[src/common/aea_pkg.sv]
// Purpose: constants and types for the active energy accumulator
// Assumes: 40 MHz clock, AHB-Lite register access, word per register
// Notes:   byte address of a register is four times its index
package aea_pkg;
   localparam int ACC_W = 49;
   localparam int ENG_W = 24;
   localparam int PWR_W = 24;
   localparam int DAT_W = 34;
   ////////////////////////////////////////////////////////////////////
   // register indices, byte address = 4 * index
   localparam logic [7:0] IDX_WAVE    = 8'h0D;
   localparam logic [7:0] IDX_NL      = 8'h0E;
   localparam logic [7:0] IDX_ACCM    = 8'h0F;
   localparam logic [7:0] IDX_GAIN    = 8'h1B;
   localparam logic [7:0] IDX_IEN_L   = 8'hD9;
   localparam logic [7:0] IDX_IEN_H   = 8'hDB;
   localparam logic [7:0] IDX_IST_L   = 8'hDC;
   localparam logic [7:0] IDX_SCALE   = 8'hE0;
   localparam logic [7:0] IDX_OFS     = 8'hE1;
   localparam logic [7:0] IDX_DIV     = 8'hE2;
   localparam logic [7:0] IDX_ENG     = 8'hE3;
   localparam logic [7:0] IDX_ENG_COR = 8'hE4;
   ////////////////////////////////////////////////////////////////////
   // field positions
   localparam int ACCM_POS    = 0;
   localparam int ACCM_ABS    = 1;
   localparam int ACCM_DIR    = 2;
   localparam int GAIN_SIGSRC = 7;
   localparam int IRQ_SIGN    = 0;
   localparam int IRQ_NOLOAD  = 1;
   localparam int IRQ_HALF    = 2;
   localparam int IRQ_OVF     = 3;
   localparam int IENH_WAVE   = 0;
   localparam int WAVE_RATE   = 2;
   localparam logic [1:0] WAVE_SRC_POWER = 2'h0;
   localparam logic [7:0] RST_BYTE = 8'h00;
   ////////////////////////////////////////////////////////////////////
   // arithmetic and timing
   localparam int SCALE_FRAC = 12;
   localparam int OFS_FRAC   = 8;
   localparam logic [13:0] SCALE_ONE = 14'h1000;
   localparam int ACC_PERIOD_CYC = 5;
   localparam longint CLK_HZ  = 40000000;
   localparam longint WAVE_HZ = 27900;
   localparam int WAVE_BASE_CYC = int'(CLK_HZ / WAVE_HZ);
   localparam longint FULL_SCALE = 64'h7FFFFF;
   localparam longint PPM = 1000000;
   localparam longint NL_PPM_1 = 150;
   localparam longint NL_PPM_2 = 75;
   localparam longint NL_PPM_3 = 37;
   localparam logic [25:0] NL_THR_1 = 26'(FULL_SCALE * NL_PPM_1 / PPM);
   localparam logic [25:0] NL_THR_2 = 26'(FULL_SCALE * NL_PPM_2 / PPM);
   localparam logic [25:0] NL_THR_3 = 26'(FULL_SCALE * NL_PPM_3 / PPM);
   ////////////////////////////////////////////////////////////////////
   typedef struct packed {
      logic       wr;
      logic       rd;
      logic [7:0] idx;
   } aea_bus_req_type;
endpackage : aea_pkg

[src/core/aea_core.sv]
// Purpose: active power trim, sign and no-load detect, energy integrate
// Assumes: power_i is filtered active power, same clock, two's complement
// Notes:   AHB-Lite slave, zero wait states, OKAY only
//
// Summary of operation
// - power is scaled by one plus the signed 12-bit trim over 4096
// - trim 0x7FF gives about +50 %, 0x800 gives -50 %
// - a signed 16-bit offset trim is added to the power
// - offset weight is 1/256 of a power sample LSB
// - a config bit picks sign check on filtered power or per pulse
// - sign change sets a flag; enabled flag holds interrupt until cleared
// - direction bit clear flags pos-to-neg, set flags neg-to-pos
// - below no-load threshold nothing accumulates and a flag is set
// - enabled no-load flag holds interrupt until software clears it
// - two-bit threshold code: off, 0.015, 0.0075, 0.0037 % of full scale
// - 49-bit signed accumulator, only upper 24 bits readable
// - one power sample added every five clock cycles
// - both mode bits clear accumulate signed power
// - both mode bits set behave as positive-only
// - positive-only mode discards negative samples
// - magnitude mode adds absolute value of each sample
// - power divided by 8-bit divider, zero acts as one
// - clear-on-read returns energy then clears upper 24 bits
// - energy wraps around in two's complement both ways
// - flags for half-full and overflow or underflow raise interrupt
// - power waveform samples at 27.9, 14, 7 or 3.5 kSPS when enabled
//
// Added by the designer: the AHB-Lite interface to the registers.
`timescale 1ns/10ps
module aea_core #(
   parameter int WAVE_BASE_CYC = aea_pkg::WAVE_BASE_CYC
) (
   input  wire logic        clk_i,
   input  wire logic        rst_n_i,
   input  wire logic        hsel_i,
   input  wire logic [31:0] haddr_i,
   input  wire logic [1:0]  htrans_i,
   input  wire logic        hwrite_i,
   input  wire logic [2:0]  hsize_i,
   input  wire logic [31:0] hwdata_i,
   input  wire logic        hready_i,
   output logic      [31:0] hrdata_o,
   output logic             hreadyout_o,
   output logic             hresp_o,
   input  wire logic [23:0] power_i,
   input  wire logic        frequency_output_pulse_i,
   output logic             irq_o,
   output logic [23:0]      wave_data_o,
   output logic             wave_strobe_o
);
   localparam int AW = aea_pkg::ACC_W;
   localparam int DW = aea_pkg::DAT_W;

   function automatic logic [DW-1:0] mag(input logic [DW-1:0] v);
      mag = v[DW-1] ? DW'(-v) : v;
   endfunction : mag

   ////////////////////////////////////////////////////////////////////
   // registers
   logic [7:0]       wave_sel_reg;
   logic [7:0]       nl_mode_reg;
   logic [7:0]       accm_reg;
   logic [7:0]       gain_cfg_reg;
   logic [7:0]       ien_l_reg;
   logic [7:0]       ien_h_reg;
   logic [3:0]       ist_reg;
   logic [11:0]      scale_reg;
   logic [15:0]      ofs_reg;
   logic [7:0]       div_reg;
   logic [AW-1:0]    acc_reg;
   logic [31:0]      rdata_reg;
   logic             irq_reg;
   logic [2:0]       tick_cnt_reg;
   logic             prev_neg_reg;
   logic [15:0]      wave_cnt_reg;
   logic [23:0]      wave_data_reg;
   logic             wave_stb_reg;
   aea_pkg::aea_bus_req_type req_reg;
   aea_pkg::aea_bus_req_type req_next;

   ////////////////////////////////////////////////////////////////////
   // bus address phase
   logic take;
   logic cor_rd;
   assign take = hsel_i & hready_i & htrans_i[1];
   always_comb
   begin
      req_next.wr  = take & hwrite_i;
      req_next.rd  = take & ~hwrite_i;
      req_next.idx = haddr_i[9:2];
   end
   assign cor_rd = req_next.rd && req_next.idx == aea_pkg::IDX_ENG_COR;
   assign hreadyout_o = 1'b1;
   assign hresp_o     = 1'b0;
   assign hrdata_o    = rdata_reg;

   always_ff @(posedge clk_i or negedge rst_n_i)
   begin
      if (!rst_n_i)
         req_reg <= '0;
      else
         req_reg <= req_next;
   end

   ////////////////////////////////////////////////////////////////////
   // datapath
   logic               tick;
   logic signed [13:0] gain_f;
   logic signed [37:0] prod;
   logic [25:0]        scaled;
   logic [DW-1:0]      frac;
   logic [7:0]         div_eff;
   logic [DW-1:0]      quot;
   logic [DW-1:0]      val;
   logic [25:0]        nl_thr;
   logic               noload;
   logic               pos_mode;
   logic               abs_mode;
   logic [AW-1:0]      addend;
   logic [AW-1:0]      base;
   logic [AW-1:0]      sum;
   logic               ovf_evt;
   logic               half_evt;

   assign tick = tick_cnt_reg == 3'(aea_pkg::ACC_PERIOD_CYC - 1);
   // unity gain plus signed trim, applied as a 12-bit fraction
   assign gain_f = $signed(aea_pkg::SCALE_ONE)
                 + $signed({{2{scale_reg[11]}}, scale_reg});
   assign prod   = $signed(power_i) * gain_f;
   assign scaled = prod[37:aea_pkg::SCALE_FRAC];
   // offset lives 8 bits below the sample LSB
   assign frac = {scaled, 8'h00}
               + {{(DW-16){ofs_reg[15]}}, ofs_reg};
   assign div_eff = (div_reg == 8'h00) ? 8'h01 : div_reg;
   // one-cycle combinational divide; area traded for no extra latency
   assign quot = mag(frac) / {{(DW-8){1'b0}}, div_eff};
   assign val  = frac[DW-1] ? DW'(-quot) : quot;

   always_comb
   begin
      unique case (nl_mode_reg[1:0])
         2'h1: nl_thr = aea_pkg::NL_THR_1;
         2'h2: nl_thr = aea_pkg::NL_THR_2;
         2'h3: nl_thr = aea_pkg::NL_THR_3;
         2'h0: nl_thr = 26'h0;
      endcase
   end
   logic [25:0] scaled_mag;
   assign scaled_mag = scaled[25] ? 26'(-scaled) : scaled;
   assign noload = scaled_mag < nl_thr;

   assign pos_mode = accm_reg[aea_pkg::ACCM_POS];
   assign abs_mode = accm_reg[aea_pkg::ACCM_ABS] & ~pos_mode;

   always_comb
   begin
      if (noload)
         addend = '0;
      else if (pos_mode)
         addend = val[DW-1] ? '0
                : {{(AW-DW){1'b0}}, val};
      else if (abs_mode)
         addend = {{(AW-DW){1'b0}}, mag(val)};
      else
         addend = {{(AW-DW){val[DW-1]}}, val};
   end

   // clear-on-read keeps the low bits so no fraction is lost
   assign base = cor_rd ? {24'h0, acc_reg[AW-25:0]} : acc_reg;
   assign sum  = base + addend;
   assign ovf_evt = tick & (addend[AW-1] ? (base[AW-1] & ~sum[AW-1])
                                         : (~base[AW-1] & sum[AW-1]));
   assign half_evt = tick & (sum[AW-1] ^ sum[AW-2])
                   & ~(base[AW-1] ^ base[AW-2]);

   always_ff @(posedge clk_i or negedge rst_n_i)
   begin
      if (!rst_n_i)
         tick_cnt_reg <= 3'h0;
      else if (tick)
         tick_cnt_reg <= 3'h0;
      else
         tick_cnt_reg <= tick_cnt_reg + 3'h1;
   end

   always_ff @(posedge clk_i or negedge rst_n_i)
   begin
      if (!rst_n_i)
         acc_reg <= '0;
      else if (tick || cor_rd)
         acc_reg <= tick ? sum : base;
   end

   ////////////////////////////////////////////////////////////////////
   // sign detection
   logic sign_evt;
   logic cur_neg;
   logic sign_hit;
   assign sign_evt = gain_cfg_reg[aea_pkg::GAIN_SIGSRC]
                   ? frequency_output_pulse_i : tick;
   assign cur_neg  = scaled[25];
   assign sign_hit = sign_evt & (accm_reg[aea_pkg::ACCM_DIR]
                   ? (prev_neg_reg & ~cur_neg)
                   : (~prev_neg_reg & cur_neg));

   always_ff @(posedge clk_i or negedge rst_n_i)
   begin
      if (!rst_n_i)
         prev_neg_reg <= 1'b0;
      else if (sign_evt)
         prev_neg_reg <= cur_neg;
   end

   ////////////////////////////////////////////////////////////////////
   // status flags, set wins over write-one-to-clear
   logic [3:0] ist_set;
   logic [3:0] ist_clr;
   always_comb
   begin
      ist_set = 4'h0;
      ist_set[aea_pkg::IRQ_SIGN]   = sign_hit;
      ist_set[aea_pkg::IRQ_NOLOAD] = tick & noload
                                   & (nl_mode_reg[1:0] != 2'h0);
      ist_set[aea_pkg::IRQ_HALF]   = half_evt;
      ist_set[aea_pkg::IRQ_OVF]    = ovf_evt;
   end
   assign ist_clr = (req_reg.wr && req_reg.idx == aea_pkg::IDX_IST_L)
                  ? hwdata_i[3:0] : 4'h0;

   always_ff @(posedge clk_i or negedge rst_n_i)
   begin
      if (!rst_n_i)
         ist_reg <= 4'h0;
      else
         ist_reg <= (ist_reg & ~ist_clr) | ist_set;
   end

   always_ff @(posedge clk_i or negedge rst_n_i)
   begin
      if (!rst_n_i)
         irq_reg <= 1'b0;
      else
         irq_reg <= |(ist_reg & ien_l_reg[3:0]);
   end
   assign irq_o = irq_reg;

   ////////////////////////////////////////////////////////////////////
   // register writes in the data phase
   always_ff @(posedge clk_i or negedge rst_n_i)
   begin
      if (!rst_n_i)
      begin
         wave_sel_reg <= aea_pkg::RST_BYTE;
         nl_mode_reg  <= aea_pkg::RST_BYTE;
         accm_reg     <= aea_pkg::RST_BYTE;
         gain_cfg_reg <= aea_pkg::RST_BYTE;
         ien_l_reg    <= aea_pkg::RST_BYTE;
         ien_h_reg    <= aea_pkg::RST_BYTE;
         scale_reg    <= 12'h000;
         ofs_reg      <= 16'h0000;
         div_reg      <= 8'h00;
      end
      else if (req_reg.wr)
      begin
         unique case (req_reg.idx)
            aea_pkg::IDX_WAVE:  wave_sel_reg <= hwdata_i[7:0];
            aea_pkg::IDX_NL:    nl_mode_reg  <= hwdata_i[7:0];
            aea_pkg::IDX_ACCM:  accm_reg     <= hwdata_i[7:0];
            aea_pkg::IDX_GAIN:  gain_cfg_reg <= hwdata_i[7:0];
            aea_pkg::IDX_IEN_L: ien_l_reg    <= hwdata_i[7:0];
            aea_pkg::IDX_IEN_H: ien_h_reg    <= hwdata_i[7:0];
            aea_pkg::IDX_SCALE: scale_reg    <= hwdata_i[11:0];
            aea_pkg::IDX_OFS:   ofs_reg      <= hwdata_i[15:0];
            aea_pkg::IDX_DIV:   div_reg      <= hwdata_i[7:0];
            default:            ;
         endcase
      end
   end

   ////////////////////////////////////////////////////////////////////
   // read data, captured at the address phase
   logic [31:0] rd_mux;
   always_comb
   begin
      unique case (req_next.idx)
         aea_pkg::IDX_WAVE:    rd_mux = {24'h0, wave_sel_reg};
         aea_pkg::IDX_NL:      rd_mux = {24'h0, nl_mode_reg};
         aea_pkg::IDX_ACCM:    rd_mux = {24'h0, accm_reg};
         aea_pkg::IDX_GAIN:    rd_mux = {24'h0, gain_cfg_reg};
         aea_pkg::IDX_IEN_L:   rd_mux = {24'h0, ien_l_reg};
         aea_pkg::IDX_IEN_H:   rd_mux = {24'h0, ien_h_reg};
         aea_pkg::IDX_IST_L:   rd_mux = {28'h0, ist_reg};
         aea_pkg::IDX_SCALE:   rd_mux = {20'h0, scale_reg};
         aea_pkg::IDX_OFS:     rd_mux = {16'h0, ofs_reg};
         aea_pkg::IDX_DIV:     rd_mux = {24'h0, div_reg};
         aea_pkg::IDX_ENG,
         aea_pkg::IDX_ENG_COR: rd_mux = {8'h0, acc_reg[AW-1:AW-24]};
         default:              rd_mux = 32'h0;
      endcase
   end

   always_ff @(posedge clk_i or negedge rst_n_i)
   begin
      if (!rst_n_i)
         rdata_reg <= 32'h0;
      else if (req_next.rd)
         rdata_reg <= rd_mux;
   end

   ////////////////////////////////////////////////////////////////////
   // power waveform samples
   logic [15:0] wave_period;
   logic        wave_on;
   logic        wave_due;
   assign wave_period = 16'(WAVE_BASE_CYC)
                     << wave_sel_reg[aea_pkg::WAVE_RATE +: 2];
   assign wave_on  = ien_h_reg[aea_pkg::IENH_WAVE]
                   && wave_sel_reg[1:0] == aea_pkg::WAVE_SRC_POWER;
   assign wave_due = wave_cnt_reg >= wave_period - 16'h1;

   always_ff @(posedge clk_i or negedge rst_n_i)
   begin
      if (!rst_n_i)
         wave_cnt_reg <= 16'h0;
      else if (!wave_on || wave_due)
         wave_cnt_reg <= 16'h0;
      else
         wave_cnt_reg <= wave_cnt_reg + 16'h1;
   end

   always_ff @(posedge clk_i or negedge rst_n_i)
   begin
      if (!rst_n_i)
      begin
         wave_stb_reg  <= 1'b0;
         wave_data_reg <= 24'h0;
      end
      else
      begin
         wave_stb_reg <= wave_on & wave_due;
         if (wave_on && wave_due)
            wave_data_reg <= scaled[23:0];
      end
   end
   assign wave_strobe_o = wave_stb_reg;
   assign wave_data_o   = wave_data_reg;
endmodule : aea_core

[config.mk]
export PLATFORM = sky130hd
export DESIGN_NAME = aea_core
export DESIGN_NICKNAME = d
export VERILOG_FILES = /design/src/common/aea_pkg.sv /design/src/core/aea_core.sv
export SDC_FILE = /design/constraint.sdc
export NUM_CORES = 2
export LEC_CHECK = 0
export BUFFER_PORTS_ARGS = -buffer_cell sky130_fd_sc_hd__buf_4
export CORE_ASPECT_RATIO = 2
export CORE_MARGIN = 1.5
export CORE_UTILIZATION = 50
export CTS_CLUSTER_DIAMETER = 60
export DETAILED_ROUTE_END_ITERATION = 12
export GPL_TIMING_DRIVEN = 1
export PLACE_DENSITY_LB_ADDON = 0.2
export SLEW_MARGIN = 20
export SYNTH_ARGS = -nofsm -noshare
export SYNTH_HDL_FRONTEND = slang
export SYNTH_SLANG_ARGS = --single-unit
[constraint.sdc]
create_clock -name clk_i -period 303.9 [get_ports clk_i]
set_clock_uncertainty 0.2 [all_clocks]
set_input_delay 30.39 -clock clk_i [delete_from_list [all_inputs] [get_ports clk_i]]
set_output_delay 30.39 -clock clk_i [all_outputs]
set_load 0.05 [all_outputs]
==> key figures <==
Yosys
  • Synth unique cells: 139
  • Async S/R FF share, synth: 100%
  • Syn. warnings: 0
  • #FFs+latches synth: 216
  • Sequential-to-total area share from yosys stat: 10.9%
  • Synthesized cell area: 49700 µm²
  • EDFF count, synth: 0
  • Syn Area/Cell: 7.77 µm²
  • Cells after Synth: 6394
  • Synth Flop Type: dfrtp_1

Timing
  • Fin Setup TNS: 0 ns
  • Fin. max-slew vios: 0
  • Final min period: 162.31 ns
  • Worst slew pin tran: roughly 1.3 ns
  • Hold Fails Final Rpt: 0
  • RSZ-0062 raised after global routing: false
  • Crit share post-route: 53.4%
  • Final setup viols: 0
  • Slew headroom: 13.4%
  • Max frequency: 6.16 MHz

Clock tree
  • CTS sink cnt: 216
  • Setup bufs post-CTS: 0
  • Total CTS buffers: 21
  • Clock tree buffer depth: 3
  • # hold bufs at CTS: 0
  • Clock slew seen by the registers of the worst setup and hold paths: 0.07 ns
  • CTS tree: built
  • Worst skew pair latency: around 0.6 ns
  • Cts repair resizes: 0
  • Root Buffer: clkbuf_16
  • H-tree depth: 1

Flow run
  • # Max-Cap Violations: 0

Drt
  • DR vias: 49020
  • Via-to-Cell Ratio: ~6.4
  • DRT Pass-1 Iters: 6
  • Mean routed wirelength per cell: 22.9 µm
  • Antenna Nets Post-Route: 0
  • Initial drt markers: 2393
  • WL final: 177 mm
  • Residual DRC count: 0

GRT
  • Number of global-route vias before repair: 51034
  • Grt ovf: 0
  • All-Layer GR Usage: 34.6%
  • Pin count of the biggest net entering global routing: 96
  • First-pass GRT wire length: 273 mm
  • Initial antenna violation count: 5

Die
  • Die area: ~100000 µm²
  • I/O pin cnt: 159
  • Initial Util: 50.5%
  • Die Y: 449 µm
  • FP Rows: 163
  • Core footprint: ~99000 µm²
  • Die W: 226 µm

Critical path
  • CP max FO: 33
  • WP buf/inv: 41
  • Kind of cell adding the most delay to the critical path: compound AO/OA/AOI/OAI gates
  • Most frequent CP cell: o21a_1
  • CP required: ~300 ns
  • CP Class: in -> reg
  • CP max stage delay: 0.88 ns
  • WP data arrival: 162.52 ns
  • Worst path slowest cell: or4_1
  • Crit. End Element: flop
  • Kind of start point of the critical path: primary input

Cells and area
  • Post-route insts no fill: 7699
  • Utilization after layout: 53.3%
  • Final-stage net count: 7209
  • Area growth, synth to finish: 5.58%
  • Commonest non-fill, non-tap cell in the layout: nand2_1
  • Fraction of layout cells with a size suffix above 1: 9.30%
  • Commonest cells after routing, fill and taps aside: nand2_1, nor2_1, inv_1, ha_1, a21oi_1
  • Number of flip-flops in the largest register: 49

Min path
  • Min-delay worst type: reg -> reg

Placement
  • Cells after DPL: ~7700
  • Buffers on Ports: around 100
  • Final GP Congestion: roughly 1.0
  • Post-DP HPWL: between 100 and 150 mm

Run status
  • Status: finished clean
worst paths after layout:
kind / startpoint / end / slack (ns) / depth (start not counted)
setup reg to reg: scale_reg[10] / ist_reg[2] / 170.64 / 546
max in group asynchronous: rst_n_i / acc_reg[40] / 272.36 / 2
min in group asynchronous: rst_n_i / wave_cnt_reg[0] / 29.62 / 1
hold / removal: tick_cnt_reg[0] / tick_cnt_reg[0] / 0.26 / 1
hold reg to reg: tick_cnt_reg[0] / tick_cnt_reg[0] / 0.26 / 1
setup / recovery: power_i[5] / ist_reg[2] / 141.59 / 548
synth_stat cells (all sizes together) (92+ instances only):
library cell,number,area share [%]
a21oi,335,3.4
and2,224,2.8
nand4,92,1.2
xor2,98,1.8
mux2,183,4.2
nand2,590,4.5
ha,479,12
inv,500,3.8
clkbuf,192,1.5
nor3,289,3.1
fa,269,11
o21a,209,3.2
o21ai,313,3.2
nand3,156,1.6
nor2,501,3.8
xnor2,237,4.3
dfrtp,216,11
a21o,139,2.1
logic make-up (layout without fill, tap and decap cells):
kind of cell / count (synthesis) / after routing / share of synthesized area [%]
AO/OA/AOI/OAI: 1698 / 1698 / 23.8
adder cells (fa/ha/maj): 752 / 752 / 23.0
XOR/XNOR: 338 / 338 / 6.15
flip-flops: 216 / 216 / 10.9
buffers and inverters: 746 / 716 / 5.85
AND/OR/NAND/NOR: 2379 / 2379 / 24.6
other: 2 / 17 / 0.0151
multiplexers: 263 / 263 / 5.76
stage by stage:
| stage | setup slack [ns] | area, µm² | hold WS (ns) |
|---|---|---|---|
| finish | 141.59 | 52500 | 0.261 |
| global placement | 144.57 | 51800 | 0.242 |
| CTS | 143.44 | 52500 | 0.260 |
| floorplan | 161.54 | 49800 | 0.227 |
| detailed placement | 143.24 | 51800 | 0.251 |
| global route | 132.39 | 52500 | 0.297 |
layout make-up:
type                            count  area [µm²]
Timing Repair Buffer              178        1340
Antenna cell                        4        10.0
Inverter                          502        1880
Tap cell                         1320        1650
Multi-Input combinational cell   5443       41500
Sequential cell                   216        5410
Clock inverter                      9         124
Fill cell                        9711       46000
Clock buffer                       27         568
worst register-to-register path, delay by kind of cell, from the launching register on:
kind,cells,cell delay [ns]
AO/OA/AOI/OAI,302,70.21
multiplexers,11,3.21
adder cells (fa/ha/maj),43,14.55
AND/OR/NAND/NOR,145,35.99
buffers and inverters,40,5.73
XOR/XNOR,5,2.03
flip-flops,1,1.08
metal layers:
layer | vias up | track usage [%] | share of wire [%]
met1 | 23512 | 28.3 | 30
li1 | 22985 | - | -
met2 | 1595 | 66.1 | 53
met5 | - | 0 | 0.011
met4 | 2 | 35.0 | 12
met3 | 926 | 6.03 | 4.9
Power is not shown: default switching activity piles up to over one toggle a cycle in this logic, so the estimate is an artifact.
